===== src/rtl/lsc_pkg.sv =====
package lsc_pkg;

  // serial word layout
  localparam int ADDR_W = 7;
  localparam int DATA_W = 16;
  localparam logic RW_READ = 1'b1;

  // register offsets
  localparam logic [6:0] OFF_ENABLES = 7'h01;
  localparam logic [6:0] OFF_INT_DIV = 7'h02;
  localparam logic [6:0] OFF_FRAC_DIV = 7'h03;
  localparam logic [6:0] OFF_MODULUS_DIVIDER = 7'h04;
  localparam logic [6:0] OFF_REF_MUX = 7'h21;
  localparam logic [6:0] OFF_LO_PATH = 7'h22;
  localparam logic [6:0] OFF_TRIM = 7'h31;
  localparam logic [6:0] OFF_POLARITY = 7'h32;
  localparam logic [6:0] OFF_INT_SET = 7'h49;
  localparam logic [6:0] OFF_STATUS = 7'h7f;

  // reset values
  localparam logic [15:0] RST_ENABLES = 16'h0000;
  localparam logic [15:0] RST_INT_DIV = 16'h0000;
  localparam logic [15:0] RST_FRAC_DIV = 16'h0000;
  localparam logic [15:0] RST_MODULUS_DIVIDER = 16'h0000;
  localparam logic [15:0] RST_REF_MUX = 16'h0000;
  localparam logic [15:0] RST_LO_PATH = 16'h0000;
  localparam logic [15:0] RST_TRIM = 16'h0000;
  localparam logic [15:0] RST_POLARITY = 16'h0000;
  localparam logic [15:0] RST_INT_SET = 16'h0000;

  // field positions
  localparam int ENA_DRV1X_BIT = 7;
  localparam int ENA_DRV2X_BIT = 8;
  localparam int INT_MODE_BIT = 11;
  localparam int PFD_POL_BIT = 3;
  localparam int MUX_SEL_LSB = 4;
  localparam int VCO_SEL_LSB = 0;
  localparam int DIV4_BIT = 3;
  localparam int DIV8_BIT = 4;
  localparam int DRVDIV2_BIT = 5;
  localparam int LVL_LSB = 6;
  localparam int I_POLARITY_LSB = 8;
  localparam int Q_POLARITY_LSB = 10;
  localparam int AMP_LSB = 6;
  localparam int PHASE_LSB = 0;
  localparam int INT_SET_W = 14;

  // field codes
  localparam logic [2:0] VCO_SEL_EXT = 3'h4;
  localparam logic [1:0] I_POLARITY_INVERT = 2'h2;
  localparam logic [1:0] Q_POLARITY_INVERT = 2'h1;
  localparam logic [1:0] LVL_HIGHEST = 2'h2;
  localparam logic [3:0] RATIO_2 = 4'h2;
  localparam logic [3:0] RATIO_4 = 4'h4;
  localparam logic [3:0] RATIO_8 = 4'h8;

  // band calibration length in detector cycles
  localparam int CAL_PFD_CYCLES = 94208;
  localparam int CAL_CNT_W = 17;

  typedef enum logic [2:0] {
    MUX_LOCK = 3'h0,
    MUX_CAL_BUSY = 3'h1,
    MUX_LOW = 3'h2,
    MUX_HIGH = 3'h3
  } lsc_mux_e;

  typedef struct packed {
    logic [6:0] addr;
    logic [15:0] data;
  } lsc_wr_s;

  typedef struct packed {
    logic [15:0] int_word;
    logic [15:0] frac_word;
    logic [15:0] mod_word;
  } lsc_div_s;

  typedef struct packed {
    logic pll_enable;
    logic vco_power_on;
    logic ext_lo_mode;
    logic [1:0] vco_core;
    logic integer_mode;
    logic osc_out_double;
    logic single_rate_path;
    logic [3:0] final_divide_ratio;
    logic [1:0] drive_level;
    logic i_invert;
    logic q_invert;
  } lsc_lo_s;

endpackage


===== src/rtl/lsc_serial_port.sv =====
`timescale 1ns/100ps
`default_nettype none
module lsc_serial_port
  import lsc_pkg::*;
(
  input wire logic clock,
  input wire logic reset_n,
  input wire logic sclk,
  input wire logic sdio_in,
  input wire logic cs_n,
  input wire logic [15:0] rd_data,
  output logic [6:0] rd_addr,
  output logic sdio_out,
  output logic sdio_oe,
  output logic wr_valid,
  output lsc_wr_s wr_req
);

  typedef enum logic [2:0] {
    SP_IDLE = 3'b001,
    SP_HEAD = 3'b010,
    SP_DATA = 3'b100
  } lsc_sp_state_e;

  lsc_sp_state_e state_reg, state_next;
  logic sclk_reg;
  logic [2:0] cnt_reg, cnt_next;
  logic [7:0] head_reg, head_next;
  logic [15:0] data_reg, data_next;
  logic [4:0] dcnt_reg, dcnt_next;
  logic [15:0] shout_reg, shout_next;
  logic oe_reg, oe_next;
  logic wr_valid_reg, wr_valid_next;
  lsc_wr_s wr_req_reg, wr_req_next;
  logic rise, fall;

  // pins are synchronous to clock, so edges come from one stored sample
  assign rise = sclk & ~sclk_reg;
  assign fall = ~sclk & sclk_reg;

  // frame decode; a write lands when select is released
  always_comb begin
    state_next = state_reg;
    cnt_next = cnt_reg;
    head_next = head_reg;
    data_next = data_reg;
    dcnt_next = dcnt_reg;
    shout_next = shout_reg;
    oe_next = oe_reg;
    wr_valid_next = 1'b0;
    wr_req_next = wr_req_reg;
    if (cs_n) begin
      if (state_reg == SP_DATA && head_reg[0] != RW_READ &&
          dcnt_reg != 5'h00) begin
        wr_valid_next = 1'b1;
        wr_req_next.addr = head_reg[7:1];
        wr_req_next.data = data_reg; // short frame: bits sit low
      end
      state_next = SP_IDLE;
      oe_next = 1'b0;
    end else begin
      case (state_reg)
        SP_IDLE: begin
          state_next = SP_HEAD;
          cnt_next = 3'h0;
          dcnt_next = 5'h00;
          data_next = 16'h0000;
        end
        SP_HEAD: begin
          if (rise) begin
            head_next = {head_reg[6:0], sdio_in};
            cnt_next = cnt_reg + 3'h1;
            if (cnt_reg == 3'h7) state_next = SP_DATA;
          end
        end
        SP_DATA: begin
          // extra bits keep only the 16 most recent
          if (rise) begin
            data_next = {data_reg[14:0], sdio_in};
            if (dcnt_reg != 5'h10) dcnt_next = dcnt_reg + 5'h01;
          end
          if (fall && head_reg[0] == RW_READ) begin
            if (!oe_reg) begin
              shout_next = rd_data;
              oe_next = 1'b1;
            end else begin
              shout_next = {shout_reg[14:0], 1'b0};
            end
          end
        end
        default: state_next = SP_IDLE;
      endcase
    end
  end

  always_ff @(posedge clock) begin
    if (!reset_n) begin
      state_reg <= SP_IDLE;
      sclk_reg <= 1'b0;
      cnt_reg <= 3'h0;
      head_reg <= 8'h00;
      data_reg <= 16'h0000;
      dcnt_reg <= 5'h00;
      shout_reg <= 16'h0000;
      oe_reg <= 1'b0;
      wr_valid_reg <= 1'b0;
      wr_req_reg <= '0;
    end else begin
      state_reg <= state_next;
      sclk_reg <= sclk;
      cnt_reg <= cnt_next;
      head_reg <= head_next;
      data_reg <= data_next;
      dcnt_reg <= dcnt_next;
      shout_reg <= shout_next;
      oe_reg <= oe_next;
      wr_valid_reg <= wr_valid_next;
      wr_req_reg <= wr_req_next;
    end
  end

  assign rd_addr = head_reg[7:1];
  assign sdio_out = shout_reg[15];
  assign sdio_oe = oe_reg;
  assign wr_valid = wr_valid_reg;
  assign wr_req = wr_req_reg;

endmodule
`default_nettype wire


===== src/rtl/lsc_band_cal.sv =====
`timescale 1ns/100ps
`default_nettype none
module lsc_band_cal
  import lsc_pkg::*;
#(
  parameter int CAL_CYCLES = CAL_PFD_CYCLES
)
(
  input wire logic clock,
  input wire logic reset_n,
  input wire logic start,
  output logic busy,
  output logic done
);

  typedef enum logic [1:0] {
    CAL_IDLE = 2'b01,
    CAL_RUN = 2'b10
  } lsc_cal_state_e;

  lsc_cal_state_e state_reg, state_next;
  logic [CAL_CNT_W-1:0] cnt_reg, cnt_next;
  logic done_reg, done_next;
  logic [CAL_CNT_W-1:0] run_len_reg;

  // counts detector clocks, so duration tracks the reference rate
  always_comb begin
    state_next = state_reg;
    cnt_next = cnt_reg;
    done_next = 1'b0;
    case (state_reg)
      CAL_IDLE: begin
        if (start) begin
          state_next = CAL_RUN;
          cnt_next = CAL_CNT_W'(CAL_CYCLES - 1);
        end
      end
      CAL_RUN: begin
        if (start) begin
          cnt_next = CAL_CNT_W'(CAL_CYCLES - 1);
        end else if (cnt_reg == '0) begin
          state_next = CAL_IDLE;
          done_next = 1'b1;
        end else begin
          cnt_next = cnt_reg - CAL_CNT_W'(1);
        end
      end
      default: state_next = CAL_IDLE;
    endcase
  end

  always_ff @(posedge clock) begin
    if (!reset_n) begin
      state_reg <= CAL_IDLE;
      cnt_reg <= '0;
      done_reg <= 1'b0;
    end else begin
      state_reg <= state_next;
      cnt_reg <= cnt_next;
      done_reg <= done_next;
    end
  end

  assign busy = (state_reg == CAL_RUN);
  assign done = done_reg;

  // helper: length of the current busy run since its last start
  always_ff @(posedge clock) begin
    if (!reset_n || start) run_len_reg <= '0;
    else if (busy) run_len_reg <= run_len_reg + CAL_CNT_W'(1);
  end
endmodule
`default_nettype wire


===== src/rtl/lsc_lo_synth_control.sv =====
// What this block does
// - after the last divider write, a VCO band calibration runs by itself.
// - band calibration lasts 94208 detector clock cycles.
// - writing any divider register starts the calibration.
// - lock detect may drive the status pin, high while locked.
// - status pin select at bits 6:4 of 0x21, reset picks lock detect.
// - VCO select value 4 takes the LO from the external input pins.
// - with external VCO, PLL stays enabled while internal VCO is off.
// - Q polarity code 01 inverts Q, code 10 is normal.
// - I polarity code 01 is normal, code 10 inverts I.
// - LO output rate is twice or once, set by two driver bits.
// - enables bit 7 turns on the unambiguous single rate LO output.
// - drive level codes 00, 01, 10 give rising output amplitude.
// - final Final_divide_ratio divides by 2, 4 or 8.
// - linearity trim holds 7-bit amplitude and 6-bit phase fields.
// - divide bits 0,0 give 2; 0,1 give 4; 1,1 give 8.
// - integer divider bit 11 picks fractional or integer; reset fractional.
`timescale 1ns/100ps
`default_nettype none
module lsc_lo_synth_control
  import lsc_pkg::*;
#(
  parameter int CAL_CYCLES = CAL_PFD_CYCLES
)
(
  input wire logic clock,
  input wire logic reset_n,
  input wire logic sclk,
  input wire logic sdio_in,
  output logic sdio_out,
  output logic sdio_oe,
  input wire logic cs_n,
  input wire logic loop_in_lock,
  output logic muxed_status_pin,
  output lsc_lo_s lo_ctrl,
  output lsc_div_s divider_words,
  output logic detector_polarity,
  output logic [6:0] amplitude_correction,
  output logic [5:0] phase_correction,
  output logic [13:0] internal_settings,
  output logic [6:0] block_enable_bits
);

  logic [15:0] ena_reg, ena_next;
  logic [15:0] int_reg, int_next;
  logic [15:0] frac_reg, frac_next;
  logic [15:0] mod_reg, mod_next;
  logic [15:0] refmux_reg, refmux_next;
  logic [15:0] lopath_reg, lopath_next;
  logic [15:0] trim_reg, trim_next;
  logic [15:0] pol_reg, pol_next;
  logic [15:0] intset_reg, intset_next;
  logic cal_seen_reg, cal_seen_next;
  logic pin_reg, pin_next;
  lsc_lo_s lo_reg, lo_next;

  logic wr_valid;
  lsc_wr_s wr_req;
  logic [6:0] rd_addr;
  logic [15:0] rd_data;
  logic cal_start, cal_busy, cal_done;
  logic locked;
  lsc_mux_e mux_sel;
  logic [2:0] vco_sel;

  // address match, shared by write, read and calibration trigger
  function automatic logic hit(
    input logic [6:0] a,
    input logic [6:0] off
  );
    return a == off;
  endfunction

  lsc_serial_port u_serial (
    .clock(clock),
    .reset_n(reset_n),
    .sclk(sclk),
    .sdio_in(sdio_in),
    .cs_n(cs_n),
    .rd_data(rd_data),
    .rd_addr(rd_addr),
    .sdio_out(sdio_out),
    .sdio_oe(sdio_oe),
    .wr_valid(wr_valid),
    .wr_req(wr_req)
  );

  // any divider write (re)starts band calibration, so it is last step
  assign cal_start = wr_valid && (hit(wr_req.addr, OFF_INT_DIV) ||
    hit(wr_req.addr, OFF_FRAC_DIV) ||
    hit(wr_req.addr, OFF_MODULUS_DIVIDER));

  lsc_band_cal #(
    .CAL_CYCLES(CAL_CYCLES)
  ) u_cal (
    .clock(clock),
    .reset_n(reset_n),
    .start(cal_start),
    .busy(cal_busy),
    .done(cal_done)
  );

  // register file writes
  always_comb begin
    ena_next = ena_reg;
    int_next = int_reg;
    frac_next = frac_reg;
    mod_next = mod_reg;
    refmux_next = refmux_reg;
    lopath_next = lopath_reg;
    trim_next = trim_reg;
    pol_next = pol_reg;
    intset_next = intset_reg;
    if (wr_valid) begin
      if (hit(wr_req.addr, OFF_ENABLES)) ena_next = wr_req.data;
      if (hit(wr_req.addr, OFF_INT_DIV)) int_next = wr_req.data;
      if (hit(wr_req.addr, OFF_FRAC_DIV)) frac_next = wr_req.data;
      if (hit(wr_req.addr, OFF_MODULUS_DIVIDER)) mod_next = wr_req.data;
      if (hit(wr_req.addr, OFF_REF_MUX)) refmux_next = wr_req.data;
      if (hit(wr_req.addr, OFF_LO_PATH)) lopath_next = wr_req.data;
      if (hit(wr_req.addr, OFF_TRIM)) trim_next = wr_req.data;
      if (hit(wr_req.addr, OFF_POLARITY)) pol_next = wr_req.data;
      if (hit(wr_req.addr, OFF_INT_SET)) intset_next = wr_req.data;
    end
  end

  always_ff @(posedge clock) begin
    if (!reset_n) begin
      ena_reg <= RST_ENABLES;
      int_reg <= RST_INT_DIV;
      frac_reg <= RST_FRAC_DIV;
      mod_reg <= RST_MODULUS_DIVIDER;
      refmux_reg <= RST_REF_MUX;
      lopath_reg <= RST_LO_PATH;
      trim_reg <= RST_TRIM;
      pol_reg <= RST_POLARITY;
      intset_reg <= RST_INT_SET;
    end else begin
      ena_reg <= ena_next;
      int_reg <= int_next;
      frac_reg <= frac_next;
      mod_reg <= mod_next;
      refmux_reg <= refmux_next;
      lopath_reg <= lopath_next;
      trim_reg <= trim_next;
      pol_reg <= pol_next;
      intset_reg <= intset_next;
    end
  end

  // readback; unmapped addresses read zero
  always_comb begin
    rd_data = 16'h0000;
    if (hit(rd_addr, OFF_ENABLES)) rd_data = ena_reg;
    if (hit(rd_addr, OFF_INT_DIV)) rd_data = int_reg;
    if (hit(rd_addr, OFF_FRAC_DIV)) rd_data = frac_reg;
    if (hit(rd_addr, OFF_MODULUS_DIVIDER)) rd_data = mod_reg;
    if (hit(rd_addr, OFF_REF_MUX)) rd_data = refmux_reg;
    if (hit(rd_addr, OFF_LO_PATH)) rd_data = lopath_reg;
    if (hit(rd_addr, OFF_TRIM)) rd_data = trim_reg;
    if (hit(rd_addr, OFF_POLARITY)) rd_data = pol_reg;
    if (hit(rd_addr, OFF_INT_SET)) rd_data = intset_reg;
    if (hit(rd_addr, OFF_STATUS)) rd_data = {14'h0000, locked, cal_busy};
  end

  assign mux_sel = lsc_mux_e'(refmux_reg[MUX_SEL_LSB +: 3]);
  assign vco_sel = lopath_reg[VCO_SEL_LSB +: 3];

  // lock is only trusted once a band has been picked and no cal runs
  assign locked = cal_seen_reg && !cal_busy && loop_in_lock;

  // status pin and lock bookkeeping
  always_comb begin
    cal_seen_next = cal_seen_reg | cal_done;
    case (mux_sel)
      MUX_LOCK: pin_next = locked;
      MUX_CAL_BUSY: pin_next = cal_busy;
      MUX_HIGH: pin_next = 1'b1;
      default: pin_next = 1'b0;
    endcase
  end

  // decoded LO path controls, registered so the pins never glitch
  always_comb begin
    lo_next.pll_enable = 1'b1;
    lo_next.ext_lo_mode = vco_sel[2];
    lo_next.vco_power_on = !vco_sel[2];
    lo_next.vco_core = vco_sel[1:0];
    lo_next.integer_mode = int_reg[INT_MODE_BIT];
    lo_next.osc_out_double = ena_reg[ENA_DRV2X_BIT] &&
      !lopath_reg[DRVDIV2_BIT];
    lo_next.single_rate_path = ena_reg[ENA_DRV1X_BIT];
    case ({lopath_reg[DIV8_BIT], lopath_reg[DIV4_BIT]})
      2'b00: lo_next.final_divide_ratio = RATIO_2;
      2'b01: lo_next.final_divide_ratio = RATIO_4;
      default: lo_next.final_divide_ratio = RATIO_8;
    endcase
    // unlisted code 11 is held at the highest level
    if (lopath_reg[LVL_LSB +: 2] > LVL_HIGHEST) begin
      lo_next.drive_level = LVL_HIGHEST;
    end else begin
      lo_next.drive_level = lopath_reg[LVL_LSB +: 2];
    end
    lo_next.i_invert = pol_reg[I_POLARITY_LSB +: 2] == I_POLARITY_INVERT;
    lo_next.q_invert = pol_reg[Q_POLARITY_LSB +: 2] == Q_POLARITY_INVERT;
  end

  always_ff @(posedge clock) begin
    if (!reset_n) begin
      cal_seen_reg <= 1'b0;
      pin_reg <= 1'b0;
      lo_reg <= '0;
    end else begin
      cal_seen_reg <= cal_seen_next;
      pin_reg <= pin_next;
      lo_reg <= lo_next;
    end
  end

  assign muxed_status_pin = pin_reg;
  assign lo_ctrl = lo_reg;
  assign divider_words = '{int_word: int_reg, frac_word: frac_reg,
    mod_word: mod_reg};
  assign detector_polarity = refmux_reg[PFD_POL_BIT];
  assign amplitude_correction = trim_reg[AMP_LSB +: 7];
  assign phase_correction = trim_reg[PHASE_LSB +: 6];
  assign internal_settings = intset_reg[INT_SET_W-1:0];
  assign block_enable_bits = ena_reg[6:0];
endmodule
`default_nettype wire


===== config.mk =====
export PLATFORM = sky130hd
export DESIGN_NAME = lsc_lo_synth_control
export DESIGN_NICKNAME = d
export VERILOG_FILES = /design/src/rtl/lsc_pkg.sv /design/src/rtl/lsc_serial_port.sv /design/src/rtl/lsc_band_cal.sv /design/src/rtl/lsc_lo_synth_control.sv
export SDC_FILE = /design/constraint.sdc
export NUM_CORES = 1
export LEC_CHECK = 0
export BUFFER_PORTS_ARGS = -buffer_cell sky130_fd_sc_hd__buf_2
export CAP_MARGIN = 25
export CORE_UTILIZATION = 51
export DETAILED_ROUTE_END_ITERATION = 12
export PLACE_DENSITY = 0.7
export SYNTH_ARGS = -nofsm -noshare
export SYNTH_HDL_FRONTEND = slang
export SYNTH_SLANG_ARGS = --single-unit

===== constraint.sdc =====
create_clock -name clock -period 3.9 [get_ports clock]
set_input_delay 0.195 -clock clock [delete_from_list [all_inputs] [get_ports clock]]
set_output_delay 0.195 -clock clock [all_outputs]
set_load 0.01 [all_outputs]

==> flow_summary.ini <==
[detailed_routing]
avgViaCountPerCell = 6.12
drt_wl_total_um = 33900
drt-pass1-iter-count = 5
vias = 9817
drc_errors = 0
wl_per_cell_um = 21.1
drtIter0Drc = 918
postRouteAntennaNets = 0

[timing]
fmax_mhz = 369
tightest_slew_ps = 1010
slew_violations = 0
rsz0062_at_grt = false
setup_ws_ps = 1190
clock_skew_ps = 23.3
period_share = 0.695
hold_viol = 0
setup_tns_ps = 0
min_period_ps = 2710
hold_slack_ps = 159
slew_headroom = 0.323
setup_viol_count_final = 0

[clock_network]
clk_pin_slew_ps = 60
numCtsBuffers = 27
cts_tree = built
cts_root_buf = clkbuf_16
cts_sinks = 258
cts_resized = 0
clock_latency_ps = 540
cts_max_level = 1
clockBufferDepth = 3

[run]
maxCapViolCount = 0

[final_layout]
diodes = 0
fin_util = 0.574
layout-drive-gt1-share = 0.159
largest_register_ffs = 23
final_common_cell = dfxtp_1
multi_input_area_um2 = 5750
seq_area_um2 = 5160
syn_to_final_growth_pct = 10.5
fin_nets = 1314
nFillCells = 2023
final_cell_mix = dfxtp_1 (258), nor2_1 (203), mux2i_1 (145)

[pwr]
powerDensity_nw_per_um2 = 407
power_leakage_nw = 5.58
worst_ir_drop_vdd_mv = 0.314

[global_routing]
grt_util_all_layers = 0.280
grt_max_degree = 116
grt_pass1_vias = 9109
antenna_found_initial = 1
grt-ovfl-total = 0
grt_pass1_wl_um = 52100

[critical_path]
crit_required_ps = 4380
critPathMaxFanout = 18
critPathArrivalTime_ps = 3180
path_class = flop to flop
critPathLaunchType = flop
endpoint_kind = flop

[yosys]
ys_types = 82
syn-cell-area_um2 = 11700
yosys_warnings = 0
synth_seq_cells = 258
synth_nets = 1298
synth-edff-count = 0
asyncSetResetFlopFracSynth = 0
postSynthAreaPerCell_um2 = 9.11
seq_area_frac_synth = 0.441
postSynthCellCount = 1287
synthFlopType = dfxtp_1

[die]
die_area_um2 = 23600
die_w_um = 154
chipHeight_um = 154
std_cell_rows = 55
pin_count = 108
initial_core_util = 0.519
fp.coreArea_um2 = 22600

[min_path]
holdCritPathClass = primary input to flop

[placed_design]
port_buffers = 106
gp_congestion = 0.935
pre_cts_ws_ps = 1210
dp_hpwl_um = 21800

[run_status]
outcome = finished clean
## metal layers
metal	track usage	vias up	part of all wire
met5	0	-	0
met4	0.120	0	0.042
li1	-	4583	-
met1	0.387	4723	0.44
met3	0.0479	75	0.083
met2	0.430	436	0.43
## layout make-up
class / instances / share of cell area
clock buffers: 34 / 0.0581
inverters: 15 / 0.00474
repair buffers: 129 / 0.0580
well taps: 285 / 0.0275
flip-flops and latches: 258 / 0.399
multi-input cells: 872 / 0.444
clock inverters: 12 / 0.00889
## final timing paths
kind	depth (start not counted)	slack (ps)	start	to
setup reg to reg	5	1190	u_serial.head_reg[3]$_SDFFE_PN0P_	u_serial.shout_reg[9]$_SDFFE_PN0P_
setup / recovery	5	1190	u_serial.head_reg[3]$_SDFFE_PN0P_	u_serial.shout_reg[9]$_SDFFE_PN0P_
hold reg to reg	2	450	u_cal.done$_SDFF_PP0_	cal_seen_reg$_SDFF_PN0_
hold / removal	3	160	reset_n	lo_ctrl[14]$_SDFF_PN0_
## synth_stat cells, types with 7 or more instances
library cell / n / area share
nor3_1: 14 / 0.0060
and2_1: 11 / 0.0059
nand2_1: 82 / 0.026
a221oi_1: 12 / 0.0090
a21oi_1: 54 / 0.023
nor3b_1: 7 / 0.0045
dfxtp_1: 258 / 0.44
a22oi_1: 22 / 0.014
clkbuf_1: 56 / 0.018
o21ai_0: 24 / 0.010
a31oi_1: 10 / 0.0053
nor2_1: 203 / 0.065
nand4b_1: 13 / 0.0097
o221ai_1: 12 / 0.0090
nand4_1: 12 / 0.0064
inv_1: 15 / 0.0048
nand2b_1: 7 / 0.0037
buf_4: 37 / 0.024
nor2b_1: 11 / 0.0059
a221o_1: 7 / 0.0060
a22o_1: 24 / 0.018
a211oi_1: 11 / 0.0070
mux2i_1: 145 / 0.12
mux2_2: 16 / 0.015
nand3_1: 62 / 0.026
buf_2: 39 / 0.017
a21o_1: 7 / 0.0045
## worst max-delay path, cell delays in order, from the launching register on
cell and delay [ps]:
dfxtp_1 490, or4b_2 920, nor2_1 740, a22o_1 260, a21oi_1 60, a21oi_1 180
## where the power goes
group / internal [mW] / leakage, nW / switching, mW
Clock: 1.48 / 0.431 / 1.06
Sequential: 2.64 / 2.08 / 0.00477
Combinational: 0.0177 / 3.07 / 0.0645
Total: 4.14 / 5.58 / 1.13
## timing repair
item	in CTS	in global routing
endpoints found under the hold margin	4	0
hold buffers	3	0
setup buffers	0	0
## per-stage QoR
step / area (µm²) / power, mW / cells
6_report: 12900 / 5.27 / 1605
5_1_grt: 12900 / 5.40 / 1605
4_1_cts: 12900 / 5.29 / 1603
3_5_place_dp: 12000 / 2.78 / 1554
3_3_place_gp: 12000 / 2.78 / 1554
2_1_floorplan: 11700 / 2.76 / 1287
## logic make-up (layout without fill, tap and decap cells)
group	after synthesis	count (layout)	share of synthesized area
compound gates	229	229	0.142
mux	161	161	0.139
simple gates	468	468	0.197
flops	258	258	0.441
fa+ha+maj	5	5	0.00534
xor+xnor	8	8	0.00598
buf+inv	157	190	0.0702
other cells	1	1	0.000320
Power figures use the tool's default switching activity.
